==> config.mk <==
export PLATFORM = sky130hd
export DESIGN_NAME = msd_decoder
export DESIGN_NICKNAME = d
export VERILOG_FILES = /design/src/core/msd_pkg.sv /design/src/core/msd_range.sv /design/src/core/msd_decoder.sv
export SDC_FILE = /design/constraint.sdc
export NUM_CORES = 1
export LEC_CHECK = 0
export ABC_AREA = 1
export BUFFER_PORTS_ARGS = -buffer_cell sky130_fd_sc_hd__buf_2
export CAP_MARGIN = 20
export CORE_UTILIZATION = 51
export CTS_CLUSTER_SIZE = 10
export DETAILED_ROUTE_END_ITERATION = 8
export PLACE_DENSITY = 0.93
export SYNTH_ARGS = -nofsm -noshare
export SYNTH_HDL_FRONTEND = slang
export SYNTH_SLANG_ARGS = --single-unit
==> constraint.sdc <==
create_clock -name CLK -period 5.85 [get_ports CLK]
set_input_delay 0.585 -clock CLK [delete_from_list [all_inputs] [get_ports CLK]]
set_output_delay 0.585 -clock CLK [all_outputs]
set_load 0.02 [all_outputs]
==> src/core/msd_pkg.sv <==
// Purpose: Constants and carriers for the memory space decoder
// Assumes: 16-bit CPU address, 64 KB space
// Notes:   Shared by the decoder and its range comparator
package msd_pkg;

	// ==========================================================
	// Fixed regions
	localparam logic [15:0] MSD_VEC_LO      = 16'h0000;
	localparam logic [15:0] MSD_VEC_HI      = 16'h003f;
	localparam logic [15:0] MSD_TCALL_LO    = 16'h0040;
	localparam logic [15:0] MSD_TCALL_HI    = 16'h007f;
	localparam logic [15:0] MSD_OPT0_LO     = 16'h0080;
	localparam logic [15:0] MSD_OPT0_HI     = 16'h0084;
	localparam logic [15:0] MSD_OPT1_LO     = 16'h1080;
	localparam logic [15:0] MSD_OPT1_HI     = 16'h1084;
	localparam logic [15:0] MSD_DBG0_LO     = 16'h0085;
	localparam logic [15:0] MSD_DBG0_HI     = 16'h008e;
	localparam logic [15:0] MSD_DBG1_LO     = 16'h1085;
	localparam logic [15:0] MSD_DBG1_HI     = 16'h108e;
	localparam logic [15:0] MSD_FCALL_LO    = 16'h0800;
	localparam logic [15:0] MSD_FCALL_HI    = 16'h0fff;
	localparam logic [15:0] MSD_BOOT0_HI    = 16'h0fff;
	localparam logic [15:0] MSD_GPR_LO      = 16'hfee0;
	localparam logic [15:0] MSD_GPR_HI      = 16'hfeff;
	localparam logic [15:0] MSD_SPF_LO      = 16'hff00;
	localparam logic [15:0] MSD_SPF_HI      = 16'hffff;
	localparam logic [15:0] MSD_HRAM_HI     = 16'hfedf;

	// ==========================================================
	// Reset values of size selects, and the 48 KB memory size select
	localparam logic [7:0]  MSD_MSS_RST     = 8'hcf;
	localparam logic [7:0]  MSD_XSS_RST     = 8'h0c;
	localparam logic [7:0]  MSD_MSS_48K     = 8'hcc;

	// ==========================================================
	// Size select fields and the block number shift
	localparam int          MSD_ROM_LSB     = 0;
	localparam int          MSD_HRAM_LSB    = 5;
	localparam int          MSD_XRAM_LSB    = 0;
	localparam int          MSD_BLK_SHIFT   = 10;

	typedef enum logic [3:0] {
		MSD_R_NONE,
		MSD_R_VEC,
		MSD_R_TCALL,
		MSD_R_OPT,
		MSD_R_DBG,
		MSD_R_FCALL,
		MSD_R_ROM,
		MSD_R_XRAM,
		MSD_R_HRAM,
		MSD_R_GPR,
		MSD_R_SPF
	} msd_region_t;

	typedef struct packed {
		logic        valid;
		logic        write;
		logic [15:0] addr;
	} msd_req_t;

	typedef struct packed {
		logic        valid;
		msd_region_t region;
		logic [5:0]  block;
		logic        wr_blocked;
	} msd_rsp_t;

endpackage

==> src/core/msd_range.sv <==
// Purpose: Inclusive address range compare
// Assumes: Bounds may be dynamic
// Notes:   Used once per address range; option and debug areas take two each
`timescale 1ns/1ps
module msd_range import msd_pkg::*; (
	input  wire logic [15:0] addr,
	input  wire logic [15:0] lo,
	input  wire logic [15:0] hi,
	output logic             hit
);
	assign hit = (addr >= lo) && (addr <= hi);
endmodule // msd_range

==> src/core/msd_decoder.sv <==
// Purpose: Decode CPU accesses into memory regions of a 64 KB space
// Assumes: One access request per cycle, answer one cycle later
// Notes:   Size selects are plain ports, not bus registers
`timescale 1ns/1ps
module msd_decoder import msd_pkg::*; #(
	parameter int ROM_KB   = 24,
	parameter int HRAM_B   = 1024,
	parameter bit HAS_DBG  = 1'b0
) (
	input  wire logic        CLK,
	input  wire logic        SYS_RST,
	input  wire msd_req_t    REQ,
	input  wire logic        MSS_WE,
	input  wire logic [7:0]  MSS_WDATA,
	input  wire logic        XSS_WE,
	input  wire logic [7:0]  XSS_WDATA,
	input  wire logic        BOOT_SWAP,
	input  wire logic        BOOT0_PROTECT,
	output msd_rsp_t         RSP,
	output logic [7:0]       MEMORY_SIZE_SELECT,
	output logic [7:0]       EXPANSION_RAM_SIZE_SELECT
);

	// Sizes the decode tables cannot serve
	if (HRAM_B < 1 || HRAM_B > 1024 || ROM_KB < 1 || ROM_KB > 128) begin : g_bad
		$error("msd_decoder: unsupported size parameters");
	end

	// ==========================================================
	// Size select registers
	logic [7:0]  mss_q;
	logic [7:0]  xss_q;

	always_ff @(posedge CLK) begin
		if (SYS_RST)
			mss_q <= MSD_MSS_RST;
		else if (MSS_WE)
			mss_q <= MSS_WDATA;
	end

	always_ff @(posedge CLK) begin
		if (SYS_RST)
			xss_q <= MSD_XSS_RST;
		else if (XSS_WE)
			xss_q <= XSS_WDATA;
	end

	assign MEMORY_SIZE_SELECT        = mss_q;
	assign EXPANSION_RAM_SIZE_SELECT = xss_q;

	// ==========================================================
	// Region bounds from size selects
	// ROM code F maps 60 KB directly, up to EFFFH
	logic [15:0] rom_hi;
	logic [15:0] hram_lo;
	logic [15:0] xram_lo;
	logic [15:0] xram_hi;
	logic        xram_en;

	always_comb begin
		// Low ROM code maps from 0000H
		case (mss_q[3:0])
			4'h4:    rom_hi = 16'h3fff;
			4'h6:    rom_hi = 16'h5fff;
			4'h8:    rom_hi = 16'h7fff;
			4'hc:    rom_hi = 16'hbfff;
			4'hf:    rom_hi = 16'hefff;
			default: rom_hi = 16'h5fff;
		endcase
		// High-speed RAM sits below general registers
		case (mss_q[7:5])
			3'h0:    hram_lo = 16'hfbe0;
			default: hram_lo = 16'hfae0;
		endcase
		// Expansion RAM placed from F800H downward by size
		case (xss_q[3:0])
			4'h0:    xram_lo = 16'he000;
			4'h4:    xram_lo = 16'he800;
			4'hb:    xram_lo = 16'hf000;
			4'ha:    xram_lo = 16'hf400;
			default: xram_lo = 16'hf800;
		endcase
		xram_hi = 16'hf7ff;
		xram_en = (xss_q[3:0] != 4'hc);
	end

	// ==========================================================
	// Region hits
	logic [15:0] a;
	logic        h_vec, h_tc, h_o0, h_o1, h_d0, h_d1, h_fc;
	logic        h_rom, h_xr, h_hr, h_gpr, h_spf;

	assign a = REQ.addr;

	msd_range u_vec (.addr(a), .lo(MSD_VEC_LO), .hi(MSD_VEC_HI),
		.hit(h_vec));
	msd_range u_tc (.addr(a), .lo(MSD_TCALL_LO), .hi(MSD_TCALL_HI),
		.hit(h_tc));
	msd_range u_o0 (.addr(a), .lo(MSD_OPT0_LO), .hi(MSD_OPT0_HI),
		.hit(h_o0));
	msd_range u_o1 (.addr(a), .lo(MSD_OPT1_LO), .hi(MSD_OPT1_HI),
		.hit(h_o1));
	msd_range u_d0 (.addr(a), .lo(MSD_DBG0_LO), .hi(MSD_DBG0_HI),
		.hit(h_d0));
	msd_range u_d1 (.addr(a), .lo(MSD_DBG1_LO), .hi(MSD_DBG1_HI),
		.hit(h_d1));
	msd_range u_fc (.addr(a), .lo(MSD_FCALL_LO), .hi(MSD_FCALL_HI),
		.hit(h_fc));
	msd_range u_rom (.addr(a), .lo(MSD_VEC_LO), .hi(rom_hi),
		.hit(h_rom));
	msd_range u_xr (.addr(a), .lo(xram_lo), .hi(xram_hi),
		.hit(h_xr));
	msd_range u_hr (.addr(a), .lo(hram_lo), .hi(MSD_HRAM_HI),
		.hit(h_hr));
	msd_range u_gpr (.addr(a), .lo(MSD_GPR_LO), .hi(MSD_GPR_HI),
		.hit(h_gpr));
	msd_range u_spf (.addr(a), .lo(MSD_SPF_LO), .hi(MSD_SPF_HI),
		.hit(h_spf));

	// ==========================================================
	// Region priority
	msd_region_t region_d;
	logic        dbg_on;
	logic        opt1_on;

	assign opt1_on = BOOT_SWAP;
	assign dbg_on  = HAS_DBG && BOOT_SWAP;

	always_comb begin
		// Fixed small areas win over the ROM span
		if (h_spf)
			region_d = MSD_R_SPF;
		else if (h_gpr)
			region_d = MSD_R_GPR;
		else if (h_hr)
			region_d = MSD_R_HRAM;
		else if (xram_en && h_xr)
			region_d = MSD_R_XRAM;
		else if (h_vec)
			region_d = MSD_R_VEC;
		else if (h_tc)
			region_d = MSD_R_TCALL;
		else if (h_o0 || (opt1_on && h_o1))
			region_d = MSD_R_OPT;
		else if (dbg_on && (h_d0 || h_d1))
			region_d = MSD_R_DBG;
		else if (h_fc)
			region_d = MSD_R_FCALL;
		else if (h_rom)
			region_d = MSD_R_ROM;
		else
			region_d = MSD_R_NONE;
	end

	// ==========================================================
	// Answer register
	logic        flash_d;
	logic        boot0_d;
	msd_rsp_t    rsp_q;

	assign flash_d = (region_d == MSD_R_VEC) || (region_d == MSD_R_TCALL)
		|| (region_d == MSD_R_OPT) || (region_d == MSD_R_DBG)
		|| (region_d == MSD_R_FCALL) || (region_d == MSD_R_ROM);
	assign boot0_d = flash_d && (a <= MSD_BOOT0_HI);

	// Bounds sampled at request time only
	always_ff @(posedge CLK) begin
		if (SYS_RST) begin
			rsp_q <= '0;
		end else begin
			rsp_q.valid  <= REQ.valid;
			rsp_q.region <= region_d;
			// Block number from 1 KB pages
			rsp_q.block  <= a[15:MSD_BLK_SHIFT];
			rsp_q.wr_blocked <= REQ.valid && REQ.write && boot0_d
				&& BOOT0_PROTECT;
		end
	end

	assign RSP = rsp_q;

	// ==========================================================
	// Checks
	// Reset value
	property p_rst_val;
		@(posedge CLK) $past(SYS_RST) |-> (mss_q == MSD_MSS_RST)
			&& (xss_q == MSD_XSS_RST);
	endproperty
	a_rst_val: assert property (p_rst_val)
		else $error("size selects wrong after reset");

	property p_spf;
		@(posedge CLK) disable iff (SYS_RST)
		(REQ.valid && a[15:8] == 8'hff) |=> (RSP.region == MSD_R_SPF);
	endproperty
	a_spf: assert property (p_spf)
		else $error("special area not decoded");

	property p_gpr;
		@(posedge CLK) disable iff (SYS_RST)
		(REQ.valid && a >= 16'hfee0 && a <= 16'hfeff)
			|=> (RSP.region == MSD_R_GPR);
	endproperty
	a_gpr: assert property (p_gpr)
		else $error("register area not decoded");

	property p_vec;
		@(posedge CLK) disable iff (SYS_RST)
		(REQ.valid && a < 16'h0040) |=> (RSP.region == MSD_R_VEC);
	endproperty
	a_vec: assert property (p_vec)
		else $error("vector area not decoded");

	property p_tc;
		@(posedge CLK) disable iff (SYS_RST)
		(REQ.valid && a[15:6] == 10'h001) |=> (RSP.region == MSD_R_TCALL);
	endproperty
	a_tc: assert property (p_tc)
		else $error("table call area not decoded");

	property p_opt;
		@(posedge CLK) disable iff (SYS_RST)
		(REQ.valid && a >= 16'h0080 && a <= 16'h0084)
			|=> (RSP.region == MSD_R_OPT);
	endproperty
	a_opt: assert property (p_opt)
		else $error("option bytes not decoded");

	property p_opt1;
		@(posedge CLK) disable iff (SYS_RST)
		(REQ.valid && BOOT_SWAP && a >= 16'h1080 && a <= 16'h1084)
			|=> (RSP.region == MSD_R_OPT);
	endproperty
	a_opt1: assert property (p_opt1)
		else $error("swap option bytes not decoded");

	property p_fc;
		@(posedge CLK) disable iff (SYS_RST)
		(REQ.valid && a[15:11] == 5'h01) |=> (RSP.region == MSD_R_FCALL);
	endproperty
	a_fc: assert property (p_fc)
		else $error("fixed call area not decoded");

	property p_blk;
		@(posedge CLK) disable iff (SYS_RST)
		REQ.valid |=> (RSP.block == $past(a[15:10]));
	endproperty
	a_blk: assert property (p_blk)
		else $error("block number wrong");

	property p_wp;
		@(posedge CLK) disable iff (SYS_RST)
		(REQ.valid && REQ.write && BOOT0_PROTECT && a <= 16'h0fff)
			|=> RSP.wr_blocked;
	endproperty
	a_wp: assert property (p_wp)
		else $error("boot cluster write not blocked");

	// Flag only a protected boot write, never reads
	property p_wp_only;
		@(posedge CLK) disable iff (SYS_RST)
		!(REQ.valid && REQ.write && BOOT0_PROTECT && a <= 16'h0fff)
			|=> !RSP.wr_blocked;
	endproperty
	a_wp_only: assert property (p_wp_only)
		else $error("write flagged without protection");

	property p_dbg;
		@(posedge CLK) disable iff (SYS_RST)
		(REQ.valid && HAS_DBG && BOOT_SWAP
			&& (a[15:8] == 8'h00 || a[15:8] == 8'h10)
			&& a[7:0] >= 8'h85 && a[7:0] <= 8'h8e)
			|=> (RSP.region == MSD_R_DBG);
	endproperty
	a_dbg: assert property (p_dbg)
		else $error("debug identifiers not decoded");

	property p_hram;
		@(posedge CLK) disable iff (SYS_RST)
		(REQ.valid && mss_q[7:5] != 3'h0 && a >= 16'hfae0
			&& a <= 16'hfedf) |=> (RSP.region == MSD_R_HRAM);
	endproperty
	a_hram: assert property (p_hram)
		else $error("high-speed RAM not decoded");

	property p_rom;
		@(posedge CLK) disable iff (SYS_RST)
		(REQ.valid && mss_q[3:0] == 4'h6 && a >= 16'h1100
			&& a <= 16'h5fff) |=> (RSP.region == MSD_R_ROM);
	endproperty
	a_rom: assert property (p_rom)
		else $error("24 KB ROM span not decoded");

	property p_sel_wr;
		@(posedge CLK) disable iff (SYS_RST)
		(MSS_WE || XSS_WE) |=>
			(!$past(MSS_WE) || (mss_q == $past(MSS_WDATA)))
			&& (!$past(XSS_WE) || (xss_q == $past(XSS_WDATA)));
	endproperty
	a_sel_wr: assert property (p_sel_wr)
		else $error("size select not taken");

endmodule // msd_decoder

==> impl_metrics.ini, run 1 <==
[synthesis]
yosysMostFrequentCell = nand2_1
synthTopCellsByArea = dfxtp_1, nand2_1, nor2_1
seq_area_frac_synth_pct = 34.67
synth_seq_cells = 28
synth_largest_area_cell = dfxtp_1
synth_cell_types = 29
synthArstFlopShare_pct = 0
synth_area_um2 = 1617
avgSynthCellArea_um2 = 6.625
synth_cells = 244
synth_edf_count = 0
synth_top_area_share_pct = 34.67
synth_nets = 292
synth.top_cells.by_count = nand2_1, nor2_1, inv_1
synth_flop_cell = dfxtp_1
yosysWarningCount = 0

[timing]
tns_ns = 0
final-hold-violation-count = 0
fin_worst_skew_ns = 0.006148
fin_crit_ns = 2.375
rsz0062_at_grt = false
fmax_ghz = 0.4211
setup_viol = 0
drv_slew = 0
max_slew_margin_pct = 65.67
fin_crit_sh_pct = 40.59
holdWs_ns = 0.4475
worst_pin_slew_ns = 0.5102

[pwr]
p_per_area_nw_per_um2 = 195.1
vdd_drop_max_v = 0.0001418
power.leakage_nw = 1.116

[cells_and_area]
fin_nets = 359
area_growth_pct = 24.38
fin_area_um2 = 2011
final-instance-count-excl-fill = 353
fillers = 300
drive_gt1_share_pct = 28.16
diodes = 0

[status]
outcome = finished clean

[placement]
place.gp.congestion = 0.9697
port_buffers = 67
dp_cells = 350
place_hpwl_um = 3089
place_area_um2 = 1988

[critical_path]
critPathMaxFanout = 3
startpoint_type = flop
path_class = flop to flop
r2r_cells = 15
cp.arrival_ns = 2.66
cp.required_ns = 6.14
r2r_slack_ns = 3.48
worst_setup_path_end_kind = flop

[clocking]
worst_skew_pair.late_latency_ns = 0.34
cts_made_buffers = 3
cts_setup_buffers = 0
clock_path_buffers = 2
tritoncts = built
root_buffer = clkbuf_4
clock-sinks = 28
hold_buffers = 0
path_clk_slew_ns = 0.14
htree_levels = 1
post_cts_resize_count = 0

[drt]
drc = 0
drtPass1Iterations = 4
vias = 1767
vias_per_cell = 5.006
ant_nets = 0
wl_um = 3882
post_drt_wl_per_cell_um = 11.00
drt-initial-drc-count = 62

[global_routing]
grt_antenna_before_repair = 0
grt_pass1_vias = 1594
grt_max_degree = 17
grtUsageTotal_pct = 24.31
grt_pass1_wl_um = 6527
gr-total-overflow = 0

[hold_path]
worstHoldPathType = input port to flop
holdPathStages = 3

[die]
die_h_um = 58.30
die_w_um = 58.30
die-area_um2 = 3399
initial_core_util_pct = 53.39
io_pins = 68
core.rowCount = 20
core_area_um2 = 3028

[job]
maxCapViolations = 0
final timing paths:
kind                                           start                                  to
hold / removal                               REQ[17]                  RSP[11]$_SDFF_PP0_
hold reg to reg   MEMORY_SIZE_SELECT[7]$_SDFFE_PP1P_  MEMORY_SIZE_SELECT[7]$_SDFFE_PP1P_
setup reg to reg  MEMORY_SIZE_SELECT[3]$_SDFFE_PP1P_                   RSP[0]$_SDFF_PP0_
setup / recovery  MEMORY_SIZE_SELECT[3]$_SDFFE_PP1P_                   RSP[0]$_SDFF_PP0_
placed cells by master, fill, tap and decap left out, types with 2 or more instances in the layout:
master and instances:
nand2_2 4, nand4_1 3, ha_1 8, nor3_1 6, inv_2 3, nand2_1 45
o21ai_0 14, and2_1 3, nand3_1 17, clkbuf_4 3, nand3_2 2, o21bai_1 2
inv_1 29, dfxtp_1 28, a21oi_1 15, buf_2 67, nor2_2 3, nor2_1 43
a21oi_2 2, and3_1 2
cell type report:
type	count	area, um^2	share of cell area [%]
clock buffers	3	22.52	1.120
inverters	33	123.9	6.161
multi-input cells	178	913.4	45.43
flip-flops and latches	28	560.5	27.88
well taps	44	55.05	2.738
repair buffers	67	335.3	16.68
kinds of logic after synthesis:
| logic type | synth area share [%] |
|---|---|
| simple gates | 37.85 |
| fa+ha+maj | 6.192 |
| buf+inv | 8.823 |
| compound gates | 12.46 |
| flops | 34.68 |
critical path, cell delays in order, from the launching register on:
cell	delay [ns]
dfxtp_1	0.38
inv_1	0.08
nor4_1	0.49
a31oi_1	0.10
ha_1	0.32
nand2_1	0.06
nor2_1	0.10
and2_1	0.13
nand2_1	0.06
nand3_1	0.07
nand2_1	0.05
clkinv_1	0.04
nand3_1	0.08
a21oi_2	0.15
nand3_1	0.10
a21oi_2	0.12
where the power goes:
| part | total, mW | leakage [nW] | internal, mW | switching (mW) |
|---|---|---|---|---|
| Sequential | 0.209 | 0.233 | 0.203 | 0.00631 |
| Clock | 0.0781 | 0.0138 | 0.0243 | 0.0538 |
| Combinational | 0.105 | 0.869 | 0.0392 | 0.0658 |
per-layer routing:
| layer | up-vias | GRT usage (%) | routed length [um] |
|---|---|---|---|
| met3 | 7 | 4.835 | 250 |
| met1 | 780 | 30.72 | 1686 |
| met4 | 0 | 8.163 | 46 |
| met5 | - | 0 | 0 |
| li1 | 913 | - | - |
| met2 | 67 | 41.54 | 1898 |
registers in the layout, indices dropped and copies added, names as in the netlist:
name,cells
RSP,12
EXPANSION_RAM_SIZE_SELECT,8
MEMORY_SIZE_SELECT,8
metrics by stage:
step | setup WS, ns | utilization, % | power [mW]
6_report | 3.475 | 66.41 | 0.3923
5_1_grt | 3.187 | 66.41 | 0.4163
4_1_cts | 3.462 | 66.41 | 0.3933
3_5_place_dp | 3.498 | 65.66 | 0.3174
3_3_place_gp | 3.698 | 65.66 | 0.3144
2_1_floorplan | 3.653 | - | 0.2777
No activity file was read; power rests on OpenSTA's default activity.
==> run 2, diff against run 1 <==
Settings changed: CORE_UTILIZATION 51 to 47, PLACE_DENSITY 0.93 to 0.88.
Clock period 5.85 ns to 2.3 ns, I/O delays scaled along.
==> run 2 against run 1 <==
Net effect:
- setup slack got worse by 3.3 ns
- highest routed layer unchanged
- clock skew increased by 0.0043 ns
- sequential power increased to 2.6 times the previous value
==> impl_metrics.ini, run 2 (synthesis results as in run 1) <==
[status]
outcome = finished clean

[global_routing]
grt_antenna_before_repair = 0
grt_pass1_wl_um = 6348
grt_pass1_vias = 1528
grtUsageTotal_pct = 22.41
grt_max_degree = 17
gr-total-overflow = 0

[drt]
ant_nets = 0
wl_um = 3879
drt-initial-drc-count = 61
vias = 1767
vias_per_cell = 4.950
post_drt_wl_per_cell_um = 10.87
drc = 0
drtPass1Iterations = 4

[pwr]
switchingPower_mw = 0.3205
clkPwrFrac_pct = 19.1
swShare_pct = 31.63
p_comb_share_pct = 28.3
vdd_drop_max_v = 0.0003424
p_int_mw = 0.6927
pwr-share-seq_pct = 52.6
p_per_area_nw_per_um2 = 490.2
power.leakage_nw = 1.140

[die]
io_pins = 68
die_w_um = 60.65
core.rowCount = 20
die_h_um = 60.65
initial_core_util_pct = 51.27
die-area_um2 = 3678
core_area_um2 = 3153

[cells_and_area]
fillers = 292
seqCellArea_um2 = 564.3
multi_input_area_um2 = 935.9
fin_nets = 363
drive_gt1_share_pct = 31.31
area_growth_pct = 27.86
diodes = 0
mostFrequentLayoutCells = buf_2, nand2_1, nor2_1
final-instance-count-excl-fill = 357
largest_reg_flops = 12
layout_commonest_cell = buf_2

[clocking]
clock-sinks = 28
root_buffer = clkbuf_4
clock_path_buffers = 2
worst_skew_pair.late_latency_ns = 0.32
htree_levels = 1
cts_made_buffers = 3
tritoncts = built
path_clk_slew_ns = 0.14

[timing]
tns_ns = 0
drv_slew = 0
worst_pin_slew_ns = 0.3233
setup_viol = 0
fmax_ghz = 0.4662
rsz0062_at_grt = true
fin_crit_sh_pct = 93.25
fin_worst_skew_ns = 0.01044
fin_crit_ns = 2.145
max_slew_margin_pct = 78.42
final-hold-violation-count = 0

[hold_path]
hold_end = MEMORY_SIZE_SELECT[6]$_SDFFE_PP1P_
hold_start = MSS_WDATA[6]
holdPathStages = 3
worstHoldPathType = input port to flop

[placement]
port_buffers = 67
dp_cells = 350
place.gp.congestion = 0.9282
place_hpwl_um = 3134

[critical_path]
r2r_slack_ns = 0.16
worst_setup_path_end_kind = flop
regToRegStartpoint = MEMORY_SIZE_SELECT[0]$_SDFFE_PP1P_
cp.required_ns = 2.56
startpoint_type = flop
cp.arrival_ns = 2.41
path_class = flop to flop
r2r_cells = 14
critPathMaxFanout = 3
r2r_end = RSP[0]$_SDFF_PP0_

[job]
maxCapViolations = 0
-- run 2: cell types whose count changed in the layout (fill, tap and decap cells not counted), sizes merged --
cell	delta
buf	+4
-- run 2: area by class of cell --
class / instances / area share, %
inverters: 33 / 5.993
well taps: 44 / 2.663
multi-input cells: 178 / 45.28
clock buffers: 3 / 1.090
repair buffers: 71 / 17.68
flip-flops and latches: 28 / 27.30
-- run 2: worst max path at each step --
stage                                             from                 to  slack (ns)
global route        MEMORY_SIZE_SELECT[2]$_SDFFE_PP1P_  RSP[0]$_SDFF_PP0_       -0.04
CTS                 MEMORY_SIZE_SELECT[3]$_SDFFE_PP1P_  RSP[0]$_SDFF_PP0_        0.09
floorplan           MEMORY_SIZE_SELECT[3]$_SDFFE_PP1P_  RSP[0]$_SDFF_PP0_        0.10
detailed placement  MEMORY_SIZE_SELECT[3]$_SDFFE_PP1P_  RSP[0]$_SDFF_PP0_        0.03
global placement    MEMORY_SIZE_SELECT[3]$_SDFFE_PP1P_  RSP[0]$_SDFF_PP0_        0.14
finish              MEMORY_SIZE_SELECT[0]$_SDFFE_PP1P_  RSP[0]$_SDFF_PP0_        0.16
-- run 2: repair_timing --
| item | in CTS | in global routing |
|---|---|---|
| setup buffers | 0 | 4 |
| hold buffers | 0 | 0 |
| gates resized for setup | 1 | 7 |
| pin swaps | 0 | 4 |
| setup endpoints to repair | 1 | 3 |
-- run 2: metal layers --
layer	vias to the layer above	share of wire, %	GRT usage (%)
met3	4	6.3	4.264
met4	0	0.90	6.494
met5	-	0	0
li1	926	-	-
met2	58	47	35.48
met1	779	46	31.11
-- run 2: metrics by stage --
| step | area (um^2) | hold WS [ns] | total power, mW | worst slack [ns] | utilization, % |
|---|---|---|---|---|---|
| after floorplan | 1617 | 0.3370 | 0.7064 | 0.1030 | - |
| after global placement | 1988 | 0.4355 | 0.8003 | 0.1400 | 63.06 |
| after detailed placement | 1988 | 0.4495 | 0.8067 | 0.02616 | 63.06 |
| after CTS | 2017 | 0.1065 | 0.9973 | 0.09189 | 63.97 |
| after global routing | 2067 | 0.1105 | 1.074 | -0.03649 | 65.56 |
| final | 2067 | 0.1071 | 1.013 | 0.1552 | 65.56 |
-- run 2: critical path, cell delays in order (launching register included) --
cell and delay, ns:
dfxtp_2 0.38, inv_2 0.05, nor4_4 0.31, a31oi_1 0.08
ha_1 0.33, buf_4 0.14, a21oi_1 0.11, nand2_1 0.08
nand3_1 0.08, nand2_1 0.05, clkinv_1 0.05, nand3_2 0.07
a21oi_2 0.15, nand3_1 0.10, a21oi_2 0.11
-- run 2: power by group through the flow --
stage / clock [mW] / combinational (mW) / sequential, mW
2_1_floorplan: 0 / 0.125 / 0.581
3_3_place_gp: 0 / 0.259 / 0.542
3_5_place_dp: 0 / 0.264 / 0.543
4_1_cts: 0.198 / 0.267 / 0.532
5_1_grt: 0.214 / 0.322 / 0.538
6_report: 0.193 / 0.287 / 0.533
==> run 3, diff against run 2 <==
Settings changed: CORE_UTILIZATION 47 to 49, CTS_BUF_LIST set to sky130_fd_sc_hd__clkbuf_2, PLACE_DENSITY 0.88 to 0.91.
==> run 3 against run 2 <==
Net effect:
- first-iteration DRC count shrank 9.8%
- power shrank 2.9%
- core utilization grew 0.13 points
- critical path depth grew 1
- register-to-register slack is essentially flat
- global-route usage grew 2.2 points
- count of clock-buffer cells in the layout is the same
- sequential power is essentially flat
==> impl_metrics.ini, run 3 (synthesis results as in run 1) <==
[job]
maxCapViolations = 0

[cells_and_area]
area_growth_pct = 26.08
largest_reg_flops = 12
final-instance-count-excl-fill = 354
layout_commonest_cell = buf_2
fillers = 306
mostFrequentLayoutCells = buf_2, nand2_1, nor2_1
drive_gt1_share_pct = 31.61
diodes = 0
fin_nets = 360

[critical_path]
cp.required_ns = 2.62
cp.arrival_ns = 2.47
r2r_cells = 15
critPathMaxFanout = 3
crit_end = RSP[0]$_SDFF_PP0_
r2r_slack_ns = 0.15
path_class = flop to flop
worst_setup_path_end_kind = flop
crit_start = MEMORY_SIZE_SELECT[0]$_SDFFE_PP1P_
startpoint_type = flop
r2r_end = RSP[0]$_SDFF_PP0_
regToRegStartpoint = MEMORY_SIZE_SELECT[0]$_SDFFE_PP1P_

[die]
die_w_um = 59.44
io_pins = 68
initial_core_util_pct = 52.10
core.rowCount = 20
core_area_um2 = 3103
die-area_um2 = 3533
die_h_um = 59.44

[clocking]
root_buffer = clkbuf_2
clock-sinks = 28
worst_skew_pair.late_latency_ns = 0.35
cts_made_buffers = 3
clock_path_buffers = 2
path_clk_slew_ns = 0.24
tritoncts = built
htree_levels = 1
hold_buffers = 0

[timing]
drv_slew = 0
setup_viol = 0
fin_crit_sh_pct = 93.59
fmax_ghz = 0.4645
fin_worst_skew_ns = 0.01382
worst_pin_slew_ns = 0.3329
max_slew_margin_pct = 77.78
rsz0062_at_grt = true
final-hold-violation-count = 0
fin_crit_ns = 2.153

[drt]
drtPass1Iterations = 4
vias_per_cell = 5.079
post_drt_wl_per_cell_um = 11.56
drc = 0
ant_nets = 0
drt-initial-drc-count = 55
wl_um = 4093
vias = 1798

[global_routing]
grt_pass1_vias = 1687
grtUsageTotal_pct = 24.62
grt_pass1_wl_um = 6762
grt_antenna_before_repair = 0
grt_max_degree = 17
gr-total-overflow = 0

[pwr]
power.leakage_nw = 1.120
finalPower_mw = 0.9834
pwr-share-seq_pct = 54.5
swShare_pct = 32.84
p_comb_share_pct = 28.6
clkPwrFrac_pct = 16.9
switchingPower_mw = 0.3229
p_int_mw = 0.6605
vdd_drop_max_v = 0.0004050
p_per_area_nw_per_um2 = 482.5

[hold_path]
worstHoldPathType = input port to flop

[placement]
place.gp.congestion = 0.9548
port_buffers = 67
place_hpwl_um = 3225
dp_cells = 350

[status]
outcome = finished clean
==> run 3: cell type report <==
cell class	count	area (um^2)	area share (%)
clock buffer	3	15.01	0.7366
multi-input combinational	178	935.9	45.92
timing repair buffer	68	342.8	16.82
inverter	33	123.9	6.077
sequential	28	565.5	27.75
tap	44	55.05	2.701
==> run 3: how the worst min path moves through the flow <==
stage            startpoint                                        end  slack, ns  cells past startpoint
2_1_floorplan       REQ[11]                          RSP[2]$_SDFF_PP0_       0.34                      2
3_3_place_gp   XSS_WDATA[2]  EXPANSION_RAM_SIZE_SELECT[2]$_SDFFE_PP1P_       0.44                      3
3_5_place_dp   MSS_WDATA[2]         MEMORY_SIZE_SELECT[2]$_SDFFE_PP1P_       0.45                      3
4_1_cts             REQ[17]                         RSP[11]$_SDFF_PP0_       0.06                      3
5_1_grt             REQ[17]                         RSP[11]$_SDFF_PP0_       0.03                      3
6_report            REQ[17]                         RSP[11]$_SDFF_PP0_       0.06                      3
==> run 3: timing repair <==
item,4_1_cts,5_1_grt
setup buffers,0,1
setup endpoints to repair,1,3
pin swaps,0,9
gates resized for setup,1,10
==> run 3: worst max-delay path, cell delays in order (launching register included) <==
cell and delay, ns:
dfxtp_2 0.39, inv_2 0.05, nor4_4 0.34, a31oi_1 0.08, ha_1 0.33, nand2_2 0.06, nor2_1 0.07, and2_1 0.12
nand2_1 0.06, nand3_1 0.07, nand2_1 0.05, clkinv_1 0.05, nand3_2 0.07, a21oi_2 0.15, nand3_1 0.10, a21oi_2 0.13
==> run 3: per-stage QoR <==
stage	TNS, ns	instance area (um^2)	hold WS, ns	util, %	setup WS [ns]
floorplan	0	1617	0.3370	-	0.1030
global placement	0	1988	0.4386	64.07	0.1210
detailed placement	-0.01995	1988	0.4513	64.07	-0.01995
CTS	0	2009	0.05501	64.76	0.06679
global route	-0.06911	2038	0.02751	65.69	-0.03558
finish	0	2038	0.05539	65.69	0.1474
==> run 3: per-layer routing <==
metal  part of all wire (%)  vias to the layer above  global-route usage [%]  routed length, um
met5                      0                        -                       0                  0
met2                     51                       57                   43.34               2071
met3                    4.6                        8                   5.022                188
li1                       -                      918                       -                  -
met1                     43                      815                   29.72               1780
met4                    1.3                        0                   7.823                 53
==> run 3: power groups by stage <==
stage	Combinational (mW)	Sequential, mW	Clock (mW)
floorplan	0.125	0.581	0
global placement	0.260	0.542	0
detailed placement	0.266	0.543	0
CTS	0.269	0.534	0.169
global route	0.317	0.540	0.190
finish	0.281	0.535	0.166
